File: config.mk
export PLATFORM = sky130hd
export DESIGN_NAME = psl_core
export DESIGN_NICKNAME = d
export VERILOG_FILES = /design/src/pkg/psl_pkg.sv /design/src/verilog/psl_core.sv
export SDC_FILE = /design/constraint.sdc
export NUM_CORES = 1
export LEC_CHECK = 0
export BUFFER_PORTS_ARGS = -buffer_cell sky130_fd_sc_hd__buf_2
export CAP_MARGIN = 15
export CORE_MARGIN = 5
export CORE_UTILIZATION = 55
export CTS_CLUSTER_SIZE = 20
export DETAILED_ROUTE_END_ITERATION = 8
export PLACE_DENSITY = 0.87
export SLEW_MARGIN = 15
export SYNTH_ARGS = -nofsm -noshare
export SYNTH_HDL_FRONTEND = slang
export SYNTH_SLANG_ARGS = --single-unit
File: constraint.sdc
create_clock -name pclk -period 10.4 [get_ports pclk]
set_input_delay 0.52 -clock pclk [delete_from_list [all_inputs] [get_ports pclk]]
set_output_delay 0.52 -clock pclk [all_outputs]
set_load 0.01 [all_outputs]
File: src/pkg/psl_pkg.sv
// Purpose: Constants and carrier types for the positioning status and speed limit block
// Assumes: APB slave, 32-bit data, one aligned word per register
// Notes: Widths in reference units, speeds in 1 mm/s steps
// What this block does
// - Done asserts when error below done width
// - Done only produced during position control
// - Done timing: plain, filtered zero, raw zero
// - Outputs high means closed contact, active
// - Near asserts while error below near width
// - Limited output while speed reaches active limit
// - Speed limit applies only in force control
// - Source select: internal setting or external reference
// - Internal limit 0..10000, default 10000, immediate
// - Default ceiling: min of max speed, setting
// - Alternate ceiling: min of overspeed, setting
// - Setting above selected ceiling falls back to ceiling
// - External mode uses option-side limit reference
package psl_pkg;

  // ----------------------------------------------------------------
  // Widths
  // ----------------------------------------------------------------
  localparam int WIDTH_W = 31;
  localparam int SPEED_W = 16;
  localparam int COUNT_W = 32;

  // ----------------------------------------------------------------
  // Register byte offsets
  // ----------------------------------------------------------------
  localparam logic [7:0] OFF_DONE_WIDTH = 8'h00;
  localparam logic [7:0] OFF_NEAR_WIDTH = 8'h04;
  localparam logic [7:0] OFF_SPEED_LIMIT = 8'h08;
  localparam logic [7:0] OFF_CFG_PENDING = 8'h0c;
  localparam logic [7:0] OFF_CFG_ACTIVE = 8'h10;
  localparam logic [7:0] OFF_STATUS = 8'h14;
  localparam logic [7:0] OFF_POS_ERROR = 8'h18;
  localparam logic [7:0] OFF_RESTART = 8'h1c;

  // ----------------------------------------------------------------
  // Field positions and encodings
  // ----------------------------------------------------------------
  localparam int CFG_TIMING_LSB = 0;
  localparam int CFG_SOURCE_BIT = 4;
  localparam int CFG_CEILING_BIT = 8;
  localparam int ST_DONE_BIT = 0;
  localparam int ST_NEAR_BIT = 1;
  localparam int ST_LIMITED_BIT = 2;
  localparam logic [1:0] TIMING_PLAIN = 2'h0;
  localparam logic [1:0] TIMING_FILTERED = 2'h1;
  localparam logic [1:0] TIMING_RAW = 2'h2;

  // ----------------------------------------------------------------
  // Values after reset, and the top of the internal speed limit setting range
  // ----------------------------------------------------------------
  localparam logic [WIDTH_W-1:0] RST_DONE_WIDTH = 31'h00000007;
  localparam logic [WIDTH_W-1:0] RST_NEAR_WIDTH = 31'h40000000;
  localparam logic [SPEED_W-1:0] RST_SPEED_LIMIT = 16'h2710;
  localparam logic [SPEED_W-1:0] MAX_SPEED_SETTING = 16'h2710;

  // ----------------------------------------------------------------
  // Carrier types
  // ----------------------------------------------------------------
  typedef struct packed {
    logic [1:0] timing;
    logic source_ext;
    logic ceiling_ovs;
  } psl_cfg_t;

  localparam psl_cfg_t RST_CFG = '{timing: 2'h0, source_ext: 1'b0, ceiling_ovs: 1'b0};

  typedef struct packed {
    logic position_mode;
    logic [COUNT_W-1:0] ref_count;
    logic [COUNT_W-1:0] fb_count;
    logic ref_filtered_zero;
    logic ref_input_zero;
  } psl_pos_in_t;

  typedef struct packed {
    logic force_mode;
    logic [SPEED_W-1:0] motor_speed_abs;
    logic [SPEED_W-1:0] max_motor_speed;
    logic [SPEED_W-1:0] overspeed_speed;
    logic [SPEED_W-1:0] ext_speed_limit;
  } psl_spd_in_t;

  typedef struct packed {
    logic position_done_out;
    logic position_near_out;
    logic speed_limited_out;
    logic [SPEED_W-1:0] active_limit;
  } psl_out_t;

endpackage

File: src/verilog/psl_core.sv
// Purpose: Position done, position near and speed limit indication with APB settings
// Assumes: Reference and feedback counts come from logic on pclk
// Notes: Outputs follow inputs with one cycle of latency
//
// The APB register port and the register offsets were chosen for this implementation.
`timescale 1ns/1ns
module psl_core (
  input wire logic pclk,
  input wire logic presetn,
  input wire logic psel,
  input wire logic penable,
  input wire logic pwrite,
  input wire logic [7:0] paddr,
  input wire logic [31:0] pwdata,
  output logic [31:0] prdata,
  output logic pready,
  output logic pslverr,
  input wire psl_pkg::psl_pos_in_t pos_in,
  input wire psl_pkg::psl_spd_in_t spd_in,
  output psl_pkg::psl_out_t status_out
);

  // ----------------------------------------------------------------
  // State
  // ----------------------------------------------------------------
  typedef struct packed {
    logic [psl_pkg::WIDTH_W-1:0] done_width;
    logic [psl_pkg::WIDTH_W-1:0] near_width;
    logic [psl_pkg::SPEED_W-1:0] internal_speed_limit;
    psl_pkg::psl_cfg_t cfg_pending;
    psl_pkg::psl_cfg_t cfg_active;
    psl_pkg::psl_out_t outs;
    logic [32:0] err_mag;
    logic [31:0] rdata;
    logic slverr;
  } psl_state_t;

  psl_state_t st;
  psl_state_t next_st;

  // ----------------------------------------------------------------
  // Helpers
  // ----------------------------------------------------------------
  // Decode used only by the error answer; the read mux decodes paddr itself
  function automatic logic addr_mapped(input logic [7:0] a);
    begin
      addr_mapped = (a == psl_pkg::OFF_DONE_WIDTH) || (a == psl_pkg::OFF_NEAR_WIDTH) ||
                    (a == psl_pkg::OFF_SPEED_LIMIT) || (a == psl_pkg::OFF_CFG_PENDING) ||
                    (a == psl_pkg::OFF_CFG_ACTIVE) || (a == psl_pkg::OFF_STATUS) ||
                    (a == psl_pkg::OFF_POS_ERROR) || (a == psl_pkg::OFF_RESTART);
    end
  endfunction

  function automatic logic [31:0] cfg_word(input psl_pkg::psl_cfg_t c);
    logic [31:0] w;
    begin
      w = 32'h00000000;
      w[psl_pkg::CFG_TIMING_LSB +: 2] = c.timing;
      w[psl_pkg::CFG_SOURCE_BIT] = c.source_ext;
      w[psl_pkg::CFG_CEILING_BIT] = c.ceiling_ovs;
      cfg_word = w;
    end
  endfunction

  function automatic logic [psl_pkg::SPEED_W-1:0] min16(input logic [psl_pkg::SPEED_W-1:0] a,
                                                         input logic [psl_pkg::SPEED_W-1:0] b);
    begin
      min16 = (a < b) ? a : b;
    end
  endfunction

  // ----------------------------------------------------------------
  // Combinational position and speed terms
  // ----------------------------------------------------------------
  logic [32:0] err_signed;
  logic [32:0] err_mag;
  logic timing_ok;
  logic done_now;
  logic near_now;
  logic [psl_pkg::SPEED_W-1:0] ceiling;
  logic [psl_pkg::SPEED_W-1:0] limit_now;
  logic limited_now;
  logic wr_en;
  logic rd_setup;

  // Error kept at 33 bits so the subtraction cannot wrap
  assign err_signed = {pos_in.ref_count[31], pos_in.ref_count} - {pos_in.fb_count[31], pos_in.fb_count};
  assign err_mag = err_signed[32] ? (33'h000000000 - err_signed) : err_signed;

  // Timing qualifier comes from the restart-latched copy only
  always_comb begin
    case (st.cfg_active.timing)
      psl_pkg::TIMING_FILTERED: timing_ok = pos_in.ref_filtered_zero;
      psl_pkg::TIMING_RAW: timing_ok = pos_in.ref_input_zero;
      default: timing_ok = 1'b1;
    endcase
  end

  // Widths are read live, so a write counts from the next cycle
  assign done_now = pos_in.position_mode && timing_ok && (err_mag < {2'h0, st.done_width});
  assign near_now = err_mag < {2'h0, st.near_width};

  // Ceiling is max motor speed or overspeed speed; a setting above it falls back to it
  assign ceiling = st.cfg_active.ceiling_ovs ? spd_in.overspeed_speed : spd_in.max_motor_speed;

  always_comb begin
    if (st.cfg_active.source_ext) begin
      limit_now = spd_in.ext_speed_limit;
    end else begin
      limit_now = min16(ceiling, st.internal_speed_limit);
    end
  end

  // Clamp only exists in force control; elsewhere it never shows
  assign limited_now = spd_in.force_mode && (spd_in.motor_speed_abs >= limit_now);

  // ----------------------------------------------------------------
  // APB strobes
  // ----------------------------------------------------------------
  // Zero wait: the access phase always completes in one cycle
  assign pready = 1'b1;
  assign wr_en = psel && penable && pwrite && pready;
  assign rd_setup = psel && !penable;

  // ----------------------------------------------------------------
  // Next state
  // ----------------------------------------------------------------
  always_comb begin
    next_st = st;
    next_st.err_mag = err_mag;
    next_st.outs.position_done_out = done_now;
    next_st.outs.position_near_out = near_now;
    next_st.outs.speed_limited_out = limited_now;
    next_st.outs.active_limit = limit_now;
    if (wr_en) begin
      case (paddr)
        psl_pkg::OFF_DONE_WIDTH: next_st.done_width = pwdata[psl_pkg::WIDTH_W-1:0];
        psl_pkg::OFF_NEAR_WIDTH: next_st.near_width = pwdata[psl_pkg::WIDTH_W-1:0];
        psl_pkg::OFF_SPEED_LIMIT: begin
          // Settings above the range clamp to the top of it
          if (pwdata[15:0] > psl_pkg::MAX_SPEED_SETTING) begin
            next_st.internal_speed_limit = psl_pkg::MAX_SPEED_SETTING;
          end else begin
            next_st.internal_speed_limit = pwdata[15:0];
          end
        end
        psl_pkg::OFF_CFG_PENDING: begin
          next_st.cfg_pending.timing = pwdata[psl_pkg::CFG_TIMING_LSB +: 2];
          next_st.cfg_pending.source_ext = pwdata[psl_pkg::CFG_SOURCE_BIT];
          next_st.cfg_pending.ceiling_ovs = pwdata[psl_pkg::CFG_CEILING_BIT];
        end
        psl_pkg::OFF_RESTART: begin
          if (pwdata[0]) begin
            next_st.cfg_active = st.cfg_pending;
          end
        end
        default: begin
        end
      endcase
    end
    // Read data is captured at setup so it is stable in the access phase
    if (rd_setup) begin
      next_st.slverr = !addr_mapped(paddr);
      case (paddr)
        psl_pkg::OFF_DONE_WIDTH: next_st.rdata = {1'b0, st.done_width};
        psl_pkg::OFF_NEAR_WIDTH: next_st.rdata = {1'b0, st.near_width};
        psl_pkg::OFF_SPEED_LIMIT: next_st.rdata = {16'h0000, st.internal_speed_limit};
        psl_pkg::OFF_CFG_PENDING: next_st.rdata = cfg_word(st.cfg_pending);
        psl_pkg::OFF_CFG_ACTIVE: next_st.rdata = cfg_word(st.cfg_active);
        psl_pkg::OFF_STATUS: begin
          next_st.rdata = {st.outs.active_limit, 13'h0000,
                           st.outs.speed_limited_out, st.outs.position_near_out, st.outs.position_done_out};
        end
        psl_pkg::OFF_POS_ERROR: next_st.rdata = (st.err_mag > 33'h0ffffffff) ? 32'hffffffff : st.err_mag[31:0];
        default: next_st.rdata = 32'h00000000;
      endcase
    end
  end

  // ----------------------------------------------------------------
  // Registers
  // ----------------------------------------------------------------
  always_ff @(posedge pclk or negedge presetn) begin
    if (!presetn) begin
      st.done_width <= psl_pkg::RST_DONE_WIDTH;
      st.near_width <= psl_pkg::RST_NEAR_WIDTH;
      st.internal_speed_limit <= psl_pkg::RST_SPEED_LIMIT;
      st.cfg_pending <= psl_pkg::RST_CFG;
      st.cfg_active <= psl_pkg::RST_CFG;
      st.outs <= '0;
      st.err_mag <= 33'h000000000;
      st.rdata <= 32'h00000000;
      st.slverr <= 1'b0;
    end else begin
      st <= next_st;
    end
  end

  // Status and read data straight from flip-flops; pslverr gated by psel and penable
  assign status_out = st.outs;
  assign prdata = st.rdata;
  assign pslverr = st.slverr && psel && penable;
endmodule

; Word level (Yosys, flattened, before mapping)
; Index checks and enable logic that the tools add are counted.
[classes]
n_eq_ne = 9
n_lt_le_gt_ge = 6
n_reduce_logical = 23
bitwise = 0
shifts = 0
addsub = 2
n_mux = 8
n_div = 0
n_mul = 0
[ops]
columns = cell, n
row1 = 32-bit one-hot mux with 7 select lines, 1
row2 = 33-bit by 31-bit less-than comparator with 1-bit output, 2
row3 = 16-bit 2-to-1 mux, 4
row4 = "33-bit by 32-bit greater-than comparator with 1-bit output, second input constant", 1
row5 = 33-bit 2-to-1 mux, 1
row6 = "1-bit by 33-bit subtractor with 33-bit output, first input constant", 1
row7 = 32-bit by 32-bit subtractor with 33-bit output, 1
row8 = "8-bit by 5-bit equality test with 1-bit output, second input constant", 4
row9 = 32-bit 2-to-1 mux, 1
row10 = "8-bit by 4-bit equality test with 1-bit output, second input constant", 2
row11 = 16-bit greater-or-equal comparator, 1
row12 = "16-bit by 14-bit greater-than comparator with 1-bit output, second input constant", 1
row13 = 16-bit less-than comparator, 1
row14 = "8-bit by 3-bit equality test with 1-bit output, second input constant", 1
row15 = 1-bit logical AND, 8
row16 = 8-bit zero test, 1
row17 = 2-bit AND reduction, 4
row18 = 1-bit logical OR, 7
row19 = 3-bit AND reduction, 1
row20 = "2-bit by 1-bit equality test with 1-bit output, second input constant", 1
row21 = "2-bit equality test, second input constant", 1
row22 = 1-bit zero test, 2
row23 = 1-bit one-hot mux with 2 select lines, 1
[totals]
latchBits = 0
memories = 0
word_cells = 64
mem_bits_ro = 0
ramBits = 0
in_bits = 177
out_inout_bits = 53
register_bits = 171

; Depth between registers and ports, before layout
; Gate-level depths: netlist of the first run.
[depth]
word_depth = 9
ltp_mapped = 27
mapped_depth_nobuf = 24

; Worst setup path before layout of the first run
; Ideal clock, no wire load.
[synth_path]
path_type = flip-flop to flip-flop
start = register st[85] (netlist bit)
end = register st (netlist bit status_out[16])
stages_incl_launch_ff = 27
setup_ps = 130
required_ps = 10270
synth_period_minus_slack_ps = 5464
arrival_ps = 5334
n_path_buf = 4
path_slack_ps = 4936
cell_sequence = dfrtp_1 clkbuf_1 clkbuf_1 mux2_2 ha_1 a21o_1 a21o_1 a21o_1 a21o_1 a21o_1 a21o_1 a21oi_1 o21ai_0 buf_1 buf_2 o311ai_0 ha_1 nand2b_1 a21o_1 a21o_1 a21o_1 a21o_1 a21oi_1 o21ai_0 a41o_1 o21ai_0 a31oi_1
[synth_via]
elab_chain_cells = 6
[synth_rtl]
columns = element, line
row1 = start: declaration, psl_core.sv:38  ; psl_state_t st;
row2 = start signal: assignment, psl_core.sv:195  ; st <= next_st;
row3 = 16-bit 2-to-1 mux (*), psl_core.sv:104  ; assign ceiling = st.cfg_active.ceiling_ovs ? spd_in.overspeed_speed : spd_in.max_motor_speed;
row4 = 16-bit less-than comparator, psl_core.sv:68  ; min16 = (a < b) ? a : b;
row5 = 16-bit 2-to-1 mux (*), psl_core.sv:68
row6 = 16-bit 2-to-1 mux (*), psl_core.sv:107  ; if (st.cfg_active.source_ext) begin
row7 = net limit_now (one bit), psl_core.sv:81  ; logic [psl_pkg::SPEED_W-1:0] limit_now;
row8 = 16-bit greater-or-equal comparator (*), psl_core.sv:115  ; assign limited_now = spd_in.force_mode && (spd_in.motor_speed_abs >= limit_now);
row9 = 1-bit logical AND (*), psl_core.sv:115
row10 = net limited_now, psl_core.sv:82  ; logic limited_now;
; Mark *: on every way through the listed nets, which the timed path passes. The rest lies on a longest branch.
; A chain may end at the register's enable or synchronous reset.

; Worst setup path after layout of the first run
; Same ends and word-level chain as after synthesis.

==> run summary, run 1 <==
The number of global-route vias before repair came out at 11060. The boundary pin count is 230. The clock latency on the worst-skew pair is 0.44 ns. The setup TNS after final layout is 0 ns.

The final setup violation count came out at 0. The final max-slew violation count came out at 0. The clock period could shrink to 6.064 ns. The maximum ir drop on the vdd rail came out at 0.1060 mV. The final core utilization came out at 0.6347.

The detailed-router iteration count before antenna repair came out at 9. Traced cell by cell, the critical path runs through mux2_2 -> ha_1 -> a21boi_0 -> o21a_1 -> o21a_1 -> o21ai_0 -> nand2b_1 -> a2111oi_0 -> o21ai_2 -> o311ai_0 -> ha_1 -> nand2b_1 -> a21o_1 -> a21o_1 -> a21o_1 -> a21o_1 -> a21oi_1 -> o21ai_0 -> a41o_1 -> o21ai_0 -> a31oi_1. Among all flip-flop cells after synthesis, the most frequent one is sky130_fd_sc_hd__dfrtp_1. In this run the horizontal extent of the chip is 162.6 um. The net total in the final layout came out at 1852. The starting density of the core came out at 0.5624.

STA classifies the critical path endpoint as a flop. The total DRC errors in the routed layout is 0. The relative area change from synthesis to final layout came out at 12.85%. Setup slack closes at 4.336 ns. The number of vias per cell came out at 6.069. The clock-pin transition on the worst setup and hold timing paths is 0.07 ns. The level count of the clock H-tree came out at 4. Routability-driven placement finished with a final weighted congestion of 0.9232. The layout filler cell count came out at 1796.

The global-route congestion overflow total is 0. The warning count from the yosys run came out at 0. The largest single stage delay on the critical path is 0.87 ns. Counting every instance in the synthesized netlist gives 1399. The first global-routing pass estimated 59130 um of wire. For this design, the sink count on the clock tree is 171. Data on the critical path is required at its endpoint by 10.71 ns.

For this run, the total global-route usage over all layers was measured as 0.2796. The initial antenna violation count came to 2. The pin slew with the least headroom to its limit is 1.025 ns. Clock tree synthesis inserted a total of 17 buffers.

The number of core rows came out at 55. The min-delay analysis places its worst path in the category input pin to asynchronous set/reset pin. The buffer and inverter count on the worst path is 0. The post-CTS repair timing setup buffer count came out at 0. The die boundary height is 162.6 um.

The number of enable flip-flop cells after synthesis came out at 0. The register area came out at 4290 um2. The number of max-cap violations is 0. The number of nets in the synthesized netlist is 1703. The worst-case clock skew is 0.01123 ns. The share of the Yosys chip area taken by registers is 0.3349.

The register bit total from synthesis came out at 171. Among cell families on the critical path, the largest total delay comes from compound AO/OA/AOI/OAI gates. The area enclosed by the die boundary is 26440 um2.

The flow ran to the end, and the final reports show no timing, DRC or antenna violations. In the final routed layout, each cell accounts on average for 20.09 um. The pin count of the biggest net entering global routing is 89. Counting flops with an async set or reset pin after synthesis yields a share of 1.000. The launch point of the worst path is st[85]$_DFFE_PN0P_. The number of buffers on the longest clock path is 2. The biggest fanout along the worst timing path came out at 18. By instance count, the cell type seen most on the critical path is sky130_fd_sc_hd__a21o_1. The critical path is of the flop to flop type.

The initial detailed-routing violation count is 1097. The detail route stage leaves a number of antenna-violating nets equal to 0. The vias after detailed routing came out at 11390. The slowest stage of the critical path is the sky130_fd_sc_hd__dfrtp_1 cell. The clock tree from TritonCTS is yes. For this design the static power due to leakage is 6.863 nW.

The relative slew slack came out at 0.3168. The worst setup timing slack at the placement stage is 4.386 ns. The post-cts gate resize count is 0. STA classifies the critical path startpoint as a flop.

The share of the clock period used by the worst path after layout is 0.5831. The areal power density over the cells is 141.0 nW/um2. The cell area after synthesis is 12810 um2. The overall routed net length is 37690 um. The average cell area after synthesis is 9.156 um2. The count of final hold-check violations was 0. The highest achievable clock rate came out at 0.1649 GHz. The CTS root buffer is sky130_fd_sc_hd__clkbuf_16. The multi-input gate area in the final layout came out at 7450 um2.

The number of hold buffers added after CTS is 0. Setup repair after global routing left no endpoint under its margin. In this run the tool buffered the top-level ports with 227 buffer cells.

The total area inside the core boundary comes to 22780 um2. The start of the worst register-to-register path is st[85]$_DFFE_PN0P_. The endpoint arrival time on the critical path is 6.37 ns. The half-perimeter wire length of the detailed placement result came out at 28340 um. Counting distinct cell types in the post-synthesis netlist gives 84. The share of cells above drive strength 1 came out at 0.2518.
worst register-to-register path, cell delays in order, from the launching register on:
cell                        delay [ns]
sky130_fd_sc_hd__dfrtp_1          0.87
sky130_fd_sc_hd__mux2_2           0.46
sky130_fd_sc_hd__ha_1             0.28
sky130_fd_sc_hd__a21boi_0         0.13
sky130_fd_sc_hd__o21a_1           0.18
sky130_fd_sc_hd__o21a_1           0.16
sky130_fd_sc_hd__o21ai_0          0.16
sky130_fd_sc_hd__nand2b_1         0.08
sky130_fd_sc_hd__a2111oi_0        0.53
sky130_fd_sc_hd__o21ai_2          0.41
sky130_fd_sc_hd__o311ai_0         0.76
sky130_fd_sc_hd__ha_1             0.36
sky130_fd_sc_hd__nand2b_1         0.14
sky130_fd_sc_hd__a21o_1           0.18
sky130_fd_sc_hd__a21o_1           0.17
sky130_fd_sc_hd__a21o_1           0.16
sky130_fd_sc_hd__a21o_1           0.17
sky130_fd_sc_hd__a21oi_1          0.13
sky130_fd_sc_hd__o21ai_0          0.11
sky130_fd_sc_hd__a41o_1           0.25
sky130_fd_sc_hd__o21ai_0          0.15
sky130_fd_sc_hd__a31oi_1          0.11
path summary, 6_finish.rpt:
path,endpoint,depth (start not counted),slack [ns]
hold reg to reg,prdata[3]$_DFFE_PN0P_,2,0.48
min in group pclk,st[135]$_DFFE_PN0P_,2,0.32
setup / recovery,status_out[16]$_DFF_PN0_,21,4.34
setup reg to reg,status_out[16]$_DFF_PN0_,21,4.34
max in group asynchronous,st[118]$_DFFE_PN0P_,2,8.70
hold / removal,status_out[7]$_DFF_PN0_,1,0.15
cells in the mapped netlist (all sizes together) (9+ instances only):
cell	instances	area, um2
a211oi	9	72.57
a21o	32	240.2
a21oi	67	391.6
a221oi	24	227.7
a22o	15	131.4
a22oi	19	142.6
and2	11	70.07
and3	11	68.82
buf	66	481.7
clkbuf	41	153.9
dfrtp	162	4054
dfstp	9	236.5
ha	126	1577
inv	122	457.9
mux2	83	934.7
mux2i	18	180.2
nand2	125	476.7
nand2b	11	68.82
nand3	18	90.09
nand4	16	100.1
nor2	82	307.8
nor2b	10	62.56
nor3	22	115.1
o211ai	17	127.6
o21a	22	165.2
o21ai	108	548.0
o31ai	11	82.58
xnor2	37	324.1
xor2	13	113.9
sequential cells by signal (all words and copies together) (netlist names):
register    count
status_out     19
prdata         32
st            120
logic make-up (layout without fill, tap and decap cells):
logic type | after synthesis | count (layout) | synth area share
AOI/OAI and AO/OA | 381 | 381 | 0.2072
xor gates and xnor gates | 50 | 50 | 0.03419
adders and majority gates | 127 | 127 | 0.1246
buffers and inverters | 229 | 391 | 0.08537
DFF | 171 | 171 | 0.3349
muxes | 101 | 101 | 0.08703
other | 1 | 3 | 0.0002927
and+or+nand+nor | 339 | 339 | 0.1264
where the power goes:
part	switching, mW	internal (mW)
clock	0.307	0.374
sequential	0.0265	0.717
combinational	0.365	0.250
total	0.698	1.34
layout by cell type (no fill, tap or decap), types with 16 or more instances in the layout:
cell,Yosys,layout
sky130_fd_sc_hd__mux2i_1,18,18
sky130_fd_sc_hd__nand3_1,18,18
sky130_fd_sc_hd__nand4_1,16,16
sky130_fd_sc_hd__a22oi_1,19,19
sky130_fd_sc_hd__nand2_1,124,122
sky130_fd_sc_hd__clkbuf_16,0,17
sky130_fd_sc_hd__o21ai_0,102,101
sky130_fd_sc_hd__ha_1,126,126
sky130_fd_sc_hd__nor2_1,82,82
sky130_fd_sc_hd__inv_1,122,122
sky130_fd_sc_hd__xnor2_1,37,37
sky130_fd_sc_hd__a21o_1,32,32
sky130_fd_sc_hd__buf_2,7,226
sky130_fd_sc_hd__dfrtp_1,162,162
sky130_fd_sc_hd__o21a_1,22,22
sky130_fd_sc_hd__o211ai_1,17,17
sky130_fd_sc_hd__a21oi_1,60,60
sky130_fd_sc_hd__a221oi_1,23,23
sky130_fd_sc_hd__nor3_1,21,19
sky130_fd_sc_hd__mux2_2,83,83
metal layers:
metal / up-vias / routed length, um / global-route usage
li1: 5284 / - / -
met1: 5347 / 15540 / 0.3657
met2: 637 / 17200 / 0.4577
met3: 118 / 3217 / 0.04682
met4: 0 / 1733 / 0.1254
met5: - / 0 / 0
metrics by stage:
step                hold slack [ns]  std cells  instance area, um2  power [mW]
finish                       0.1481       1876               14460       2.039
global route                 0.2063       1875               14450       2.147
CTS                          0.1706       1874               14450       2.031
detailed placement           0.4640       1842               13810       1.343
global placement             0.4583       1842               13810       1.313
floorplan                    0.2244       1399               12810       1.160
area by class of cell:
type	instances	share of cell area
multi-input combinational	999	0.5153
timing repair buffer	237	0.08421
inverter	122	0.03168
antenna	2	0.0003462
sequential	171	0.2968
tap	313	0.02709
clock buffer	17	0.02943
clock inverter	15	0.01515
Note: power is estimated with default switching activity, not from simulation.
==> run 2: changes to the inputs <==
Settings changed: ABC_AREA set to 1, PLACE_DENSITY 0.87 to 0.86.
Clock period 10.4 ns to 6.12 ns, I/O delays scaled along.
==> run 2 against run 1 <==
  * Fmax rose by 27%
  * Setup slack got worse by 3.0 ns
  * Design area rose by 4.5%
  * Synthesized cell count rose by 37%
  * Sequential power rose by 69%
  * Synthesized area rose by 5.0%
  * Final cell count rose by 29%
  * Non-clock buffer count rose by 2
  * Largest cell class unchanged
==> run summary, run 2 <==
The horizontal extent of the die is 166.4 um (+2.3%). The total DRC errors in the routed layout is 0 (unchanged). The highest achievable clock rate was 0.2101 GHz (+27%). Sorting the synthesized cells by how often they occur yields sky130_fd_sc_hd__nand2_1 (526), sky130_fd_sc_hd__inv_1 (373), sky130_fd_sc_hd__o21ai_0 (172), sky130_fd_sc_hd__dfrtp_1 (162), sky130_fd_sc_hd__ha_1 (126). The final max-slew violation count was 0 (unchanged).

The proportion of power drawn by combinational gates came out at 0.330 (+0.029). The number of core rows is 57 (+3.6%). The number of flip-flops under the largest register name came out at 120 (unchanged). The share of cells above drive strength 1 is 0.1571 (-0.09462). In this run the critical register-to-register path is captured at status_out[16]$_DFF_PN0_. The endpoint arrival time on the critical path is 5.08 ns (-1.29 ns). The number of nets in the synthesized netlist is 2226 (+31%). The number of hold buffers added after CTS was 1 (+1).

The slack of the critical path came out at 1.361 ns (-2.975 ns). The warning count from the yosys run is 0 (unchanged). The number of global-route vias before repair is 13010 (+18%). The critical path required time is 6.45 ns (-4.26 ns). The setup TNS after final layout is 0 ns (unchanged). The number of routed nets with antenna violations is 0 (unchanged). The count of final hold-check violations was 0 (unchanged).

The cell area after synthesis came out at 13450 um2 (+5.0%). The overall routed net length was 40990 um (+8.8%). The placed instance area came out at 14520 um2 (+5.2%). The root buffer cell chosen for the clock tree is sky130_fd_sc_hd__clkbuf_16. The level count of the clock H-tree is 4 (unchanged). The register bit total from synthesis came to 171 (unchanged). The core area is 24180 um2 (+6.1%).

The fraction of power consumed by the clock network was 0.300 (-0.034). The pin count of the biggest net entering global routing is 88 (-1.1%). The library cells used most frequently in the layout, excluding fill and tap cells, are sky130_fd_sc_hd__nand2_1 (526), sky130_fd_sc_hd__inv_1 (373), sky130_fd_sc_hd__buf_2 (226). The total CTS buffers is 17 (unchanged). The pin slew with the least headroom to its limit came out at 1.072 ns (+0.04683 ns).

The sequential fraction of the synthesis area is 0.3190 (-0.01589). The clock latency on the worst-skew pair is 0.44 ns (about the same). The net load switching power came out at 1.236 mW (+77%). The area enclosed by the die boundary came out at 27680 um2 (+4.7%). The combined global-route utilization of all metal layers was 0.2852 (+0.005526).

The share of the clock period used by the worst path after layout is 0.7777 (+0.1946). The number of I/O port buffers was 227 (unchanged). STA classifies the critical path startpoint as a flop. The synthesized design spends more area on one cell type than any other, namely sky130_fd_sc_hd__dfrtp_1. The slack of the worst reg-to-reg path came out at 1.36 ns (-2.98 ns). The number of enable flip-flop cells after synthesis came out at 0 (unchanged). The initial detailed-routing violation count is 1401 (+28%). The multi-input gate area in the final layout is 7182 um2 (-3.6%). The worst setup timing slack at the placement stage came to 1.460 ns (-2.926 ns). The kind of capture point of the worst setup path is a flop. The worst min-delay path class is input pin to flop. The number of clock sinks seen by CTS was 171 (unchanged). The leakage dissipation is 8.268 nW (+20%). The detailed-router iteration count before antenna repair is 7 (-2).

The vias after detailed routing came to 13520 (+19%). TritonCTS built the clock tree. The areal power density over the cells came out at 224.9 nW/um2 (+59%). The most critical setup path has its endpoint at status_out[16]$_DFF_PN0_. The flow ran to the end, and the final reports show no timing, DRC or antenna violations. The worst-case clock skew came out at 0.01194 ns (+0.0007102 ns). The start of the worst register-to-register path is st[85]$_DFFE_PN0P_. The worst-case reg-to-reg path depth came to 22 (+4.8%). The final setup violation count came out at 0 (unchanged).

The count of mapped cells out of synthesis came out at 1922 (+37%). The most frequent cell after synthesis is sky130_fd_sc_hd__nand2_1. The net total in the final layout is 2391 (+29%). The final core utilization came out at 0.6251 (-0.009603). The number of buffers on the longest clock path came out at 2 (unchanged). The area of all placed cells without fillers is 15110 um2 (+4.5%).

The clock-pin transition on the worst setup and hold timing paths is 0.07 ns (about the same). Among all flip-flop cells after synthesis, the most frequent one is sky130_fd_sc_hd__dfrtp_1. The maximum ir drop on the vdd rail was 0.1679 mV (+58%). The post-CTS repair timing setup buffer count came out at 0 (unchanged). The biggest fanout along the worst timing path is 18 (unchanged).

The number of vias per cell came out at 5.576 (-8.1%). The number of max-cap violations is 0 (unchanged). The relative area change from synthesis to final layout is 12.37%. The register area came out at 4290 um2 (unchanged). Setup repair after global routing left no endpoint under its margin. The relative slew slack was 0.2808 (-0.03602). The post-cts gate resize count is 0 (unchanged).

The layout filler cell count came out at 2061 (+15%). The sequential share of power came out at 0.369 (+0.004). The wire length of the first global-routing pass is 64940 um (+9.8%). The starting density of the core came out at 0.5562 (-0.006145).

The switching part of the total power came out at 0.3637 (+0.02129). The fraction of synthesis flops using an asynchronous set or reset pin came to 1.000 (unchanged). The average wire per standard cell is 16.91 um (-16%). The shortest clock period the worst path allows after layout is 4.759 ns (-1.305 ns). The half-perimeter wire length of the detailed placement result is 31500 um (+11%). The total internal power is 2.162 mW (+61%). The share of the synthesized area in the top cell type was 0.3015 (-0.01502).

The initial antenna violation count is 0 (-2). The average cell area after synthesis came to 6.997 um2 (-24%). The die boundary height came out at 166.4 um (+2.3%).

Yosys attributes the largest share of cell area to sky130_fd_sc_hd__dfrtp_1 (30%), sky130_fd_sc_hd__nand2_1 (15%), sky130_fd_sc_hd__ha_1 (12%). The boundary pin count came out at 230 (unchanged). The register with the most flip-flops is st. The antenna diode instance count is 0 (-2). The number of distinct library cells after synthesis is 52 (-38%).

The global-route congestion overflow total is 0 (unchanged). The class of the most critical setup path is flop to flop. In this run the worst setup path begins at st[85]$_DFFE_PN0P_. The weighted congestion reported at the end of routability-driven placement was 1.009 (+9.3%).

Leaving out fill and tap cells, the most frequent cell in the layout is sky130_fd_sc_hd__nand2_1.
-- run 2: cells by family (layout without fill, tap and decap cells) --
family,after synthesis,in the layout,synth area share
adders and majority gates,127,127,0.1187
xor gates and xnor gates,26,26,0.01693
buffers and inverters,473,651,0.1469
AOI/OAI and AO/OA,337,337,0.1432
and+or+nand+nor,772,772,0.2438
DFF,171,171,0.3190
other,1,1,0.0002789
muxes,15,15,0.01116
-- run 2: critical path, cell delays in order (launching register included) --
cell and delay [ns]:
sky130_fd_sc_hd__dfrtp_1 0.93, sky130_fd_sc_hd__mux2i_1 0.29, sky130_fd_sc_hd__inv_1 0.08, sky130_fd_sc_hd__ha_1 0.29, sky130_fd_sc_hd__a21oi_1 0.14, sky130_fd_sc_hd__nor2_1 0.05, sky130_fd_sc_hd__a211oi_1 0.22, sky130_fd_sc_hd__o21ai_0 0.13
sky130_fd_sc_hd__nand3_1 0.08, sky130_fd_sc_hd__nand3_1 0.41, sky130_fd_sc_hd__o21ai_0 0.56, sky130_fd_sc_hd__nand2_1 0.15, sky130_fd_sc_hd__inv_1 0.08, sky130_fd_sc_hd__ha_1 0.22, sky130_fd_sc_hd__a21oi_1 0.15, sky130_fd_sc_hd__o21ai_0 0.11
sky130_fd_sc_hd__a21o_1 0.17, sky130_fd_sc_hd__a21oi_1 0.13, sky130_fd_sc_hd__o21ai_0 0.09, sky130_fd_sc_hd__a21oi_1 0.12, sky130_fd_sc_hd__o21ai_0 0.09, sky130_fd_sc_hd__nand2_1 0.08, sky130_fd_sc_hd__inv_1 0.04
-- run 2: power groups by stage --
stage          Combinational (mW)  Sequential, mW  Clock [mW]
6_report                     1.12            1.26        1.02
5_1_grt                      1.25            1.26        1.07
4_1_cts                      1.09            1.25        1.02
3_5_place_dp                 1.06            1.27           0
3_3_place_gp                0.999            1.27           0
2_1_floorplan               0.745            1.26           0
-- run 2: area by class of cell --
cell class | count | share of cell area
clock buffer | 19 | 0.02931
clock inverter | 13 | 0.007286
inverter | 380 | 0.09439
multi-input combinational | 1278 | 0.4752
sequential | 171 | 0.2839
tap | 324 | 0.02683
timing repair buffer | 239 | 0.08304
-- run 2: per-layer routing --
layer | track usage | wire length (um) | vias to the layer above
li1 | - | - | 6410
met5 | 0 | 0 | -
met1 | 0.3584 | 16080 | 6147
met4 | 0.1291 | 2046 | 0
met2 | 0.4771 | 18670 | 810
met3 | 0.05522 | 4193 | 149
-- run 2: worst min path at each step --
stage,startpoint,to,cells past startpoint
2_1_floorplan,presetn,prdata[0]$_DFFE_PN0P_,0
3_3_place_gp,presetn,prdata[6]$_DFFE_PN0P_,1
3_5_place_dp,presetn,prdata[6]$_DFFE_PN0P_,1
4_1_cts,spd_in[64],status_out[16]$_DFF_PN0_,3
5_1_grt,spd_in[64],status_out[16]$_DFF_PN0_,3
6_report,spd_in[64],status_out[16]$_DFF_PN0_,3
-- run 2: per-stage QoR --
step | std cells | power [mW] | hold slack (ns)
finish | 2424 | 3.399 | 0.08760
global route | 2424 | 3.578 | 0.1052
CTS | 2423 | 3.361 | 0.09350
detailed placement | 2390 | 2.331 | 0.4173
global placement | 2390 | 2.269 | 0.4009
floorplan | 1922 | 2.003 | 0.01041
==> run 3: changes to the inputs <==
Clock period 6.12 ns to 4.7 ns, I/O delays scaled along.
==> run 3 against run 2 <==
  * Clock skew is 0.0019 ns higher
  * Fmax is 12% higher
  * Global-route usage is 0.15 points lower
  * Die area stayed put
  * Power is 32% higher
  * Flip-flop and latch count stayed put
  * Non-clock buffer count is 3 higher
  * Combinational power is 26% higher
  * Largest cell class unchanged
  * Setup slack worse by 0.92 ns
  * Critical endpoint unchanged
  * First-iteration DRC count is 9.1% lower
  * Via count is 1.4% lower
==> run summary, run 3 (synthesis results as in run 2) <==
The flow ran to the end, and the final reports show no timing, DRC or antenna violations. The number of I/O port buffers came out at 227 (unchanged). TritonCTS built the clock tree.

The net total in the final layout came out at 2394 (+0.13%). The initial antenna violation count is 0 (unchanged). The overall routed net length came out at 40010 um (-2.4%). The share of the clock period used by the worst path after layout is 0.9070 (+0.1294). The pin slew with the least headroom to its limit came out at 1.239 ns (+0.1675 ns). The startpoint identified for the worst register-to-register timing path is st[85]$_DFFE_PN0P_.

The shortest clock period the worst path allows after layout is 4.263 ns (-0.4962 ns). The leakage dissipation is 8.320 nW (+0.62%). The class of the most critical setup path is flop to flop. The biggest fanout along the worst timing path was 17 (-1). The critical path goes through buf_4 -> mux2i_1 -> inv_1 -> ha_1 -> a21oi_1 -> nor2_1 -> a211oi_1 -> o21ai_0 -> nand3_1 -> nand3_1 -> o21ai_0 -> nand2_1 -> inv_1 -> ha_1 -> a21oi_1 -> o21ai_0 -> a21o_1 -> a21oi_1 -> o21ai_0 -> a21oi_1 -> o21ai_0 -> nand2_1 -> inv_1. The highest achievable clock rate came out at 0.2346 GHz (+12%). The total CTS buffers came out at 17 (unchanged).

The count of final hold-check violations came to 0 (unchanged). The worst setup path is captured at a flop. The number of routed nets with antenna violations was 0 (unchanged). From synthesis to final layout, the design area changed by 12.90%. The number of max-cap violations came to 0 (unchanged). The areal power density over the cells is 296.4 nW/um2 (+32%).

The horizontal extent of the die is 166.4 um (unchanged). The pin count of the biggest net entering global routing came to 76 (-14%). The level count of the clock H-tree is 4 (unchanged). The cell sitting at the root of the clock tree is a sky130_fd_sc_hd__clkbuf_16. The final max-slew violation count is 0 (unchanged). The final setup violation count is 0 (unchanged).

st holds more flip-flops than any other register. The number of flip-flops under the largest register name came out at 120 (unchanged). The vias after detailed routing was 13320 (-1.4%). The initial detailed-routing violation count is 1274 (-9.1%).

Setup repair after global routing left no endpoint under its margin. The worst-case clock skew came to 0.01382 ns (+0.001884 ns). The net load switching power came out at 1.620 mW (+31%). The worst hold path startpoint is spd_in[12]. The fraction of power consumed by the clock network came out at 0.323 (+0.023). The boundary pin count is 230 (unchanged).

The overall power is 4.499 mW (+32%). The maximum ir drop on the vdd rail is 0.2187 mV (+30%). The number of vias per cell came out at 5.489 (-1.5%). The layout filler cell count came out at 2129 (+3.3%). The placed instance area came to 14540 um2 (+0.15%). In this run the worst setup path begins at st[85]$_DFFE_PN0P_.

The total internal power is 2.879 mW (+33%). The antenna diode instance count came out at 0 (unchanged). The area of all placed cells without fillers is 15180 um2 (+0.46%). The slowest stage of the critical path is the sky130_fd_sc_hd__o21ai_0 cell.

The combined global-route utilization of all metal layers came to 0.2837 (-0.001498). The number of global-route vias before repair was 12970 (-0.33%). The core area came out at 24180 um2 (unchanged). The die boundary height is 166.4 um (unchanged). The clock latency on the worst-skew pair came out at 0.43 ns (about the same).

The number of buffers on the longest clock path is 2 (unchanged). The switching part of the total power came out at 0.3601 (-0.003574). The total DRC errors in the routed layout was 0 (unchanged). Leaving out fill and tap cells, the most frequent cells in the layout are sky130_fd_sc_hd__nand2_1 (526), sky130_fd_sc_hd__inv_1 (373), sky130_fd_sc_hd__buf_2 (226).

The global-route congestion overflow total came out at 0 (unchanged). The endpoint arrival time on the critical path is 4.59 ns (-0.49 ns). By instance count, the cell type seen most on the critical path is sky130_fd_sc_hd__o21ai_0. The proportion of power drawn by combinational gates is 0.314 (-0.016). The sequential share of power came out at 0.363 (-0.006).

The average wire per standard cell is 16.49 um (-2.5%). STA classifies the critical path startpoint as a flop. The number of core rows is 57 (unchanged). The cell family contributing the most delay on the critical path is compound AO/OA/AOI/OAI gates. The tightest min-delay check is of the input pin to flop type.

The buffer and inverter count on the worst path is 4 (+1). Leaving out fill and tap cells, the most frequent cell in the layout is sky130_fd_sc_hd__nand2_1. The detailed-router iteration count before antenna repair came to 6 (-1). The clock-pin transition on the worst setup and hold timing paths is 0.08 ns (about the same). The starting density of the core is 0.5562 (unchanged). The number of clock sinks seen by CTS was 171 (unchanged). The worst slack on hold paths is 0.04522 ns (-0.04238 ns). The relative slew slack is 0.1739 (-0.1069). The share of cells above drive strength 1 was 0.1583 (+0.001202). The final core utilization is 0.6280 (+0.002898).

The setup TNS after final layout came out at 0 ns (unchanged). The area enclosed by the die boundary is 27680 um2 (unchanged). The wire length of the first global-routing pass is 64670 um (-0.40%). The critical path required time came to 5.03 ns (-1.42 ns). The half-perimeter wire length of the detailed placement result came out at 31330 um (-0.53%). The weighted congestion reported at the end of routability-driven placement is 0.9870 (-2.2%). The critical path's largest stage delay is 0.46 ns (-0.47 ns).
[run 3: cell types whose count changed in the layout (fill, tap and decap cells not counted), moves of 2 or more]
cell / delta
sky130_fd_sc_hd__buf_4: +3
sky130_fd_sc_hd__clkinv_8: +3
sky130_fd_sc_hd__clkinvlp_4: -4
sky130_fd_sc_hd__inv_6: -2
sky130_fd_sc_hd__inv_8: +5
[run 3: path summary, 6_finish.rpt]
check / depth (start not counted) / endpoint / slack [ns]
worst max-delay path: 23 / status_out[16]$_DFF_PN0_ / 0.44
max in group asynchronous: 3 / st[56]$_DFF_PN0_ / 3.10
worst min-delay path: 3 / status_out[12]$_DFF_PN0_ / 0.05
min in group asynchronous: 2 / prdata[10]$_DFFE_PN0P_ / 0.38
worst min register to register: 1 / prdata[31]$_DFFE_PN0P_ / 0.48
worst max register to register: 23 / status_out[16]$_DFF_PN0_ / 0.44
[run 3: worst min-delay path, cell delays in order]
cell	delay, ns
sky130_fd_sc_hd__buf_2	0.09
sky130_fd_sc_hd__nand2_1	0.05
sky130_fd_sc_hd__nand2_1	0.07
[run 3: final cells by class]
cell class | instances | area, um2 | area share
well taps | 324 | 405.4 | 0.02670
clock buffers | 17 | 425.4 | 0.02802
repair buffers | 242 | 1260 | 0.08299
clock inverters | 15 | 192.7 | 0.01269
inverters | 380 | 1426 | 0.09395
flip-flops and latches | 171 | 4290 | 0.2826
multi-input cells | 1278 | 7182 | 0.4730
[run 3: per-stage QoR]
| step | worst slack [ns] | cells |
|---|---|---|
| floorplan | 0.8763 | 1922 |
| global placement | 0.4669 | 2393 |
| detailed placement | 0.3802 | 2393 |
| CTS | 0.4636 | 2427 |
| global route | 0.02579 | 2427 |
| finish | 0.4369 | 2427 |
[run 3: what timing repair did]
item,4_1_cts,5_1_grt
hold endpoints to repair,71,0
buffers inserted,0,0
setup endpoints to repair,0,1
hold buffers,2,0
gates resized for setup,0,1
[run 3: layer usage]
layer	part of all wire	GRT usage	routed length, um
met5	0	0	0
met4	0.049	0.1185	1943
met3	0.090	0.05832	3599
met2	0.46	0.4757	18230
met1	0.41	0.3577	16240
[run 3: power groups by stage]
stage | combinational (mW) | clock (mW) | sequential (mW)
after global placement | 1.31 | 0 | 1.65
after global routing | 1.61 | 1.53 | 1.64
after CTS | 1.39 | 1.46 | 1.63
after detailed placement | 1.37 | 0 | 1.66
final | 1.41 | 1.45 | 1.63
after floorplan | 0.970 | 0 | 1.64
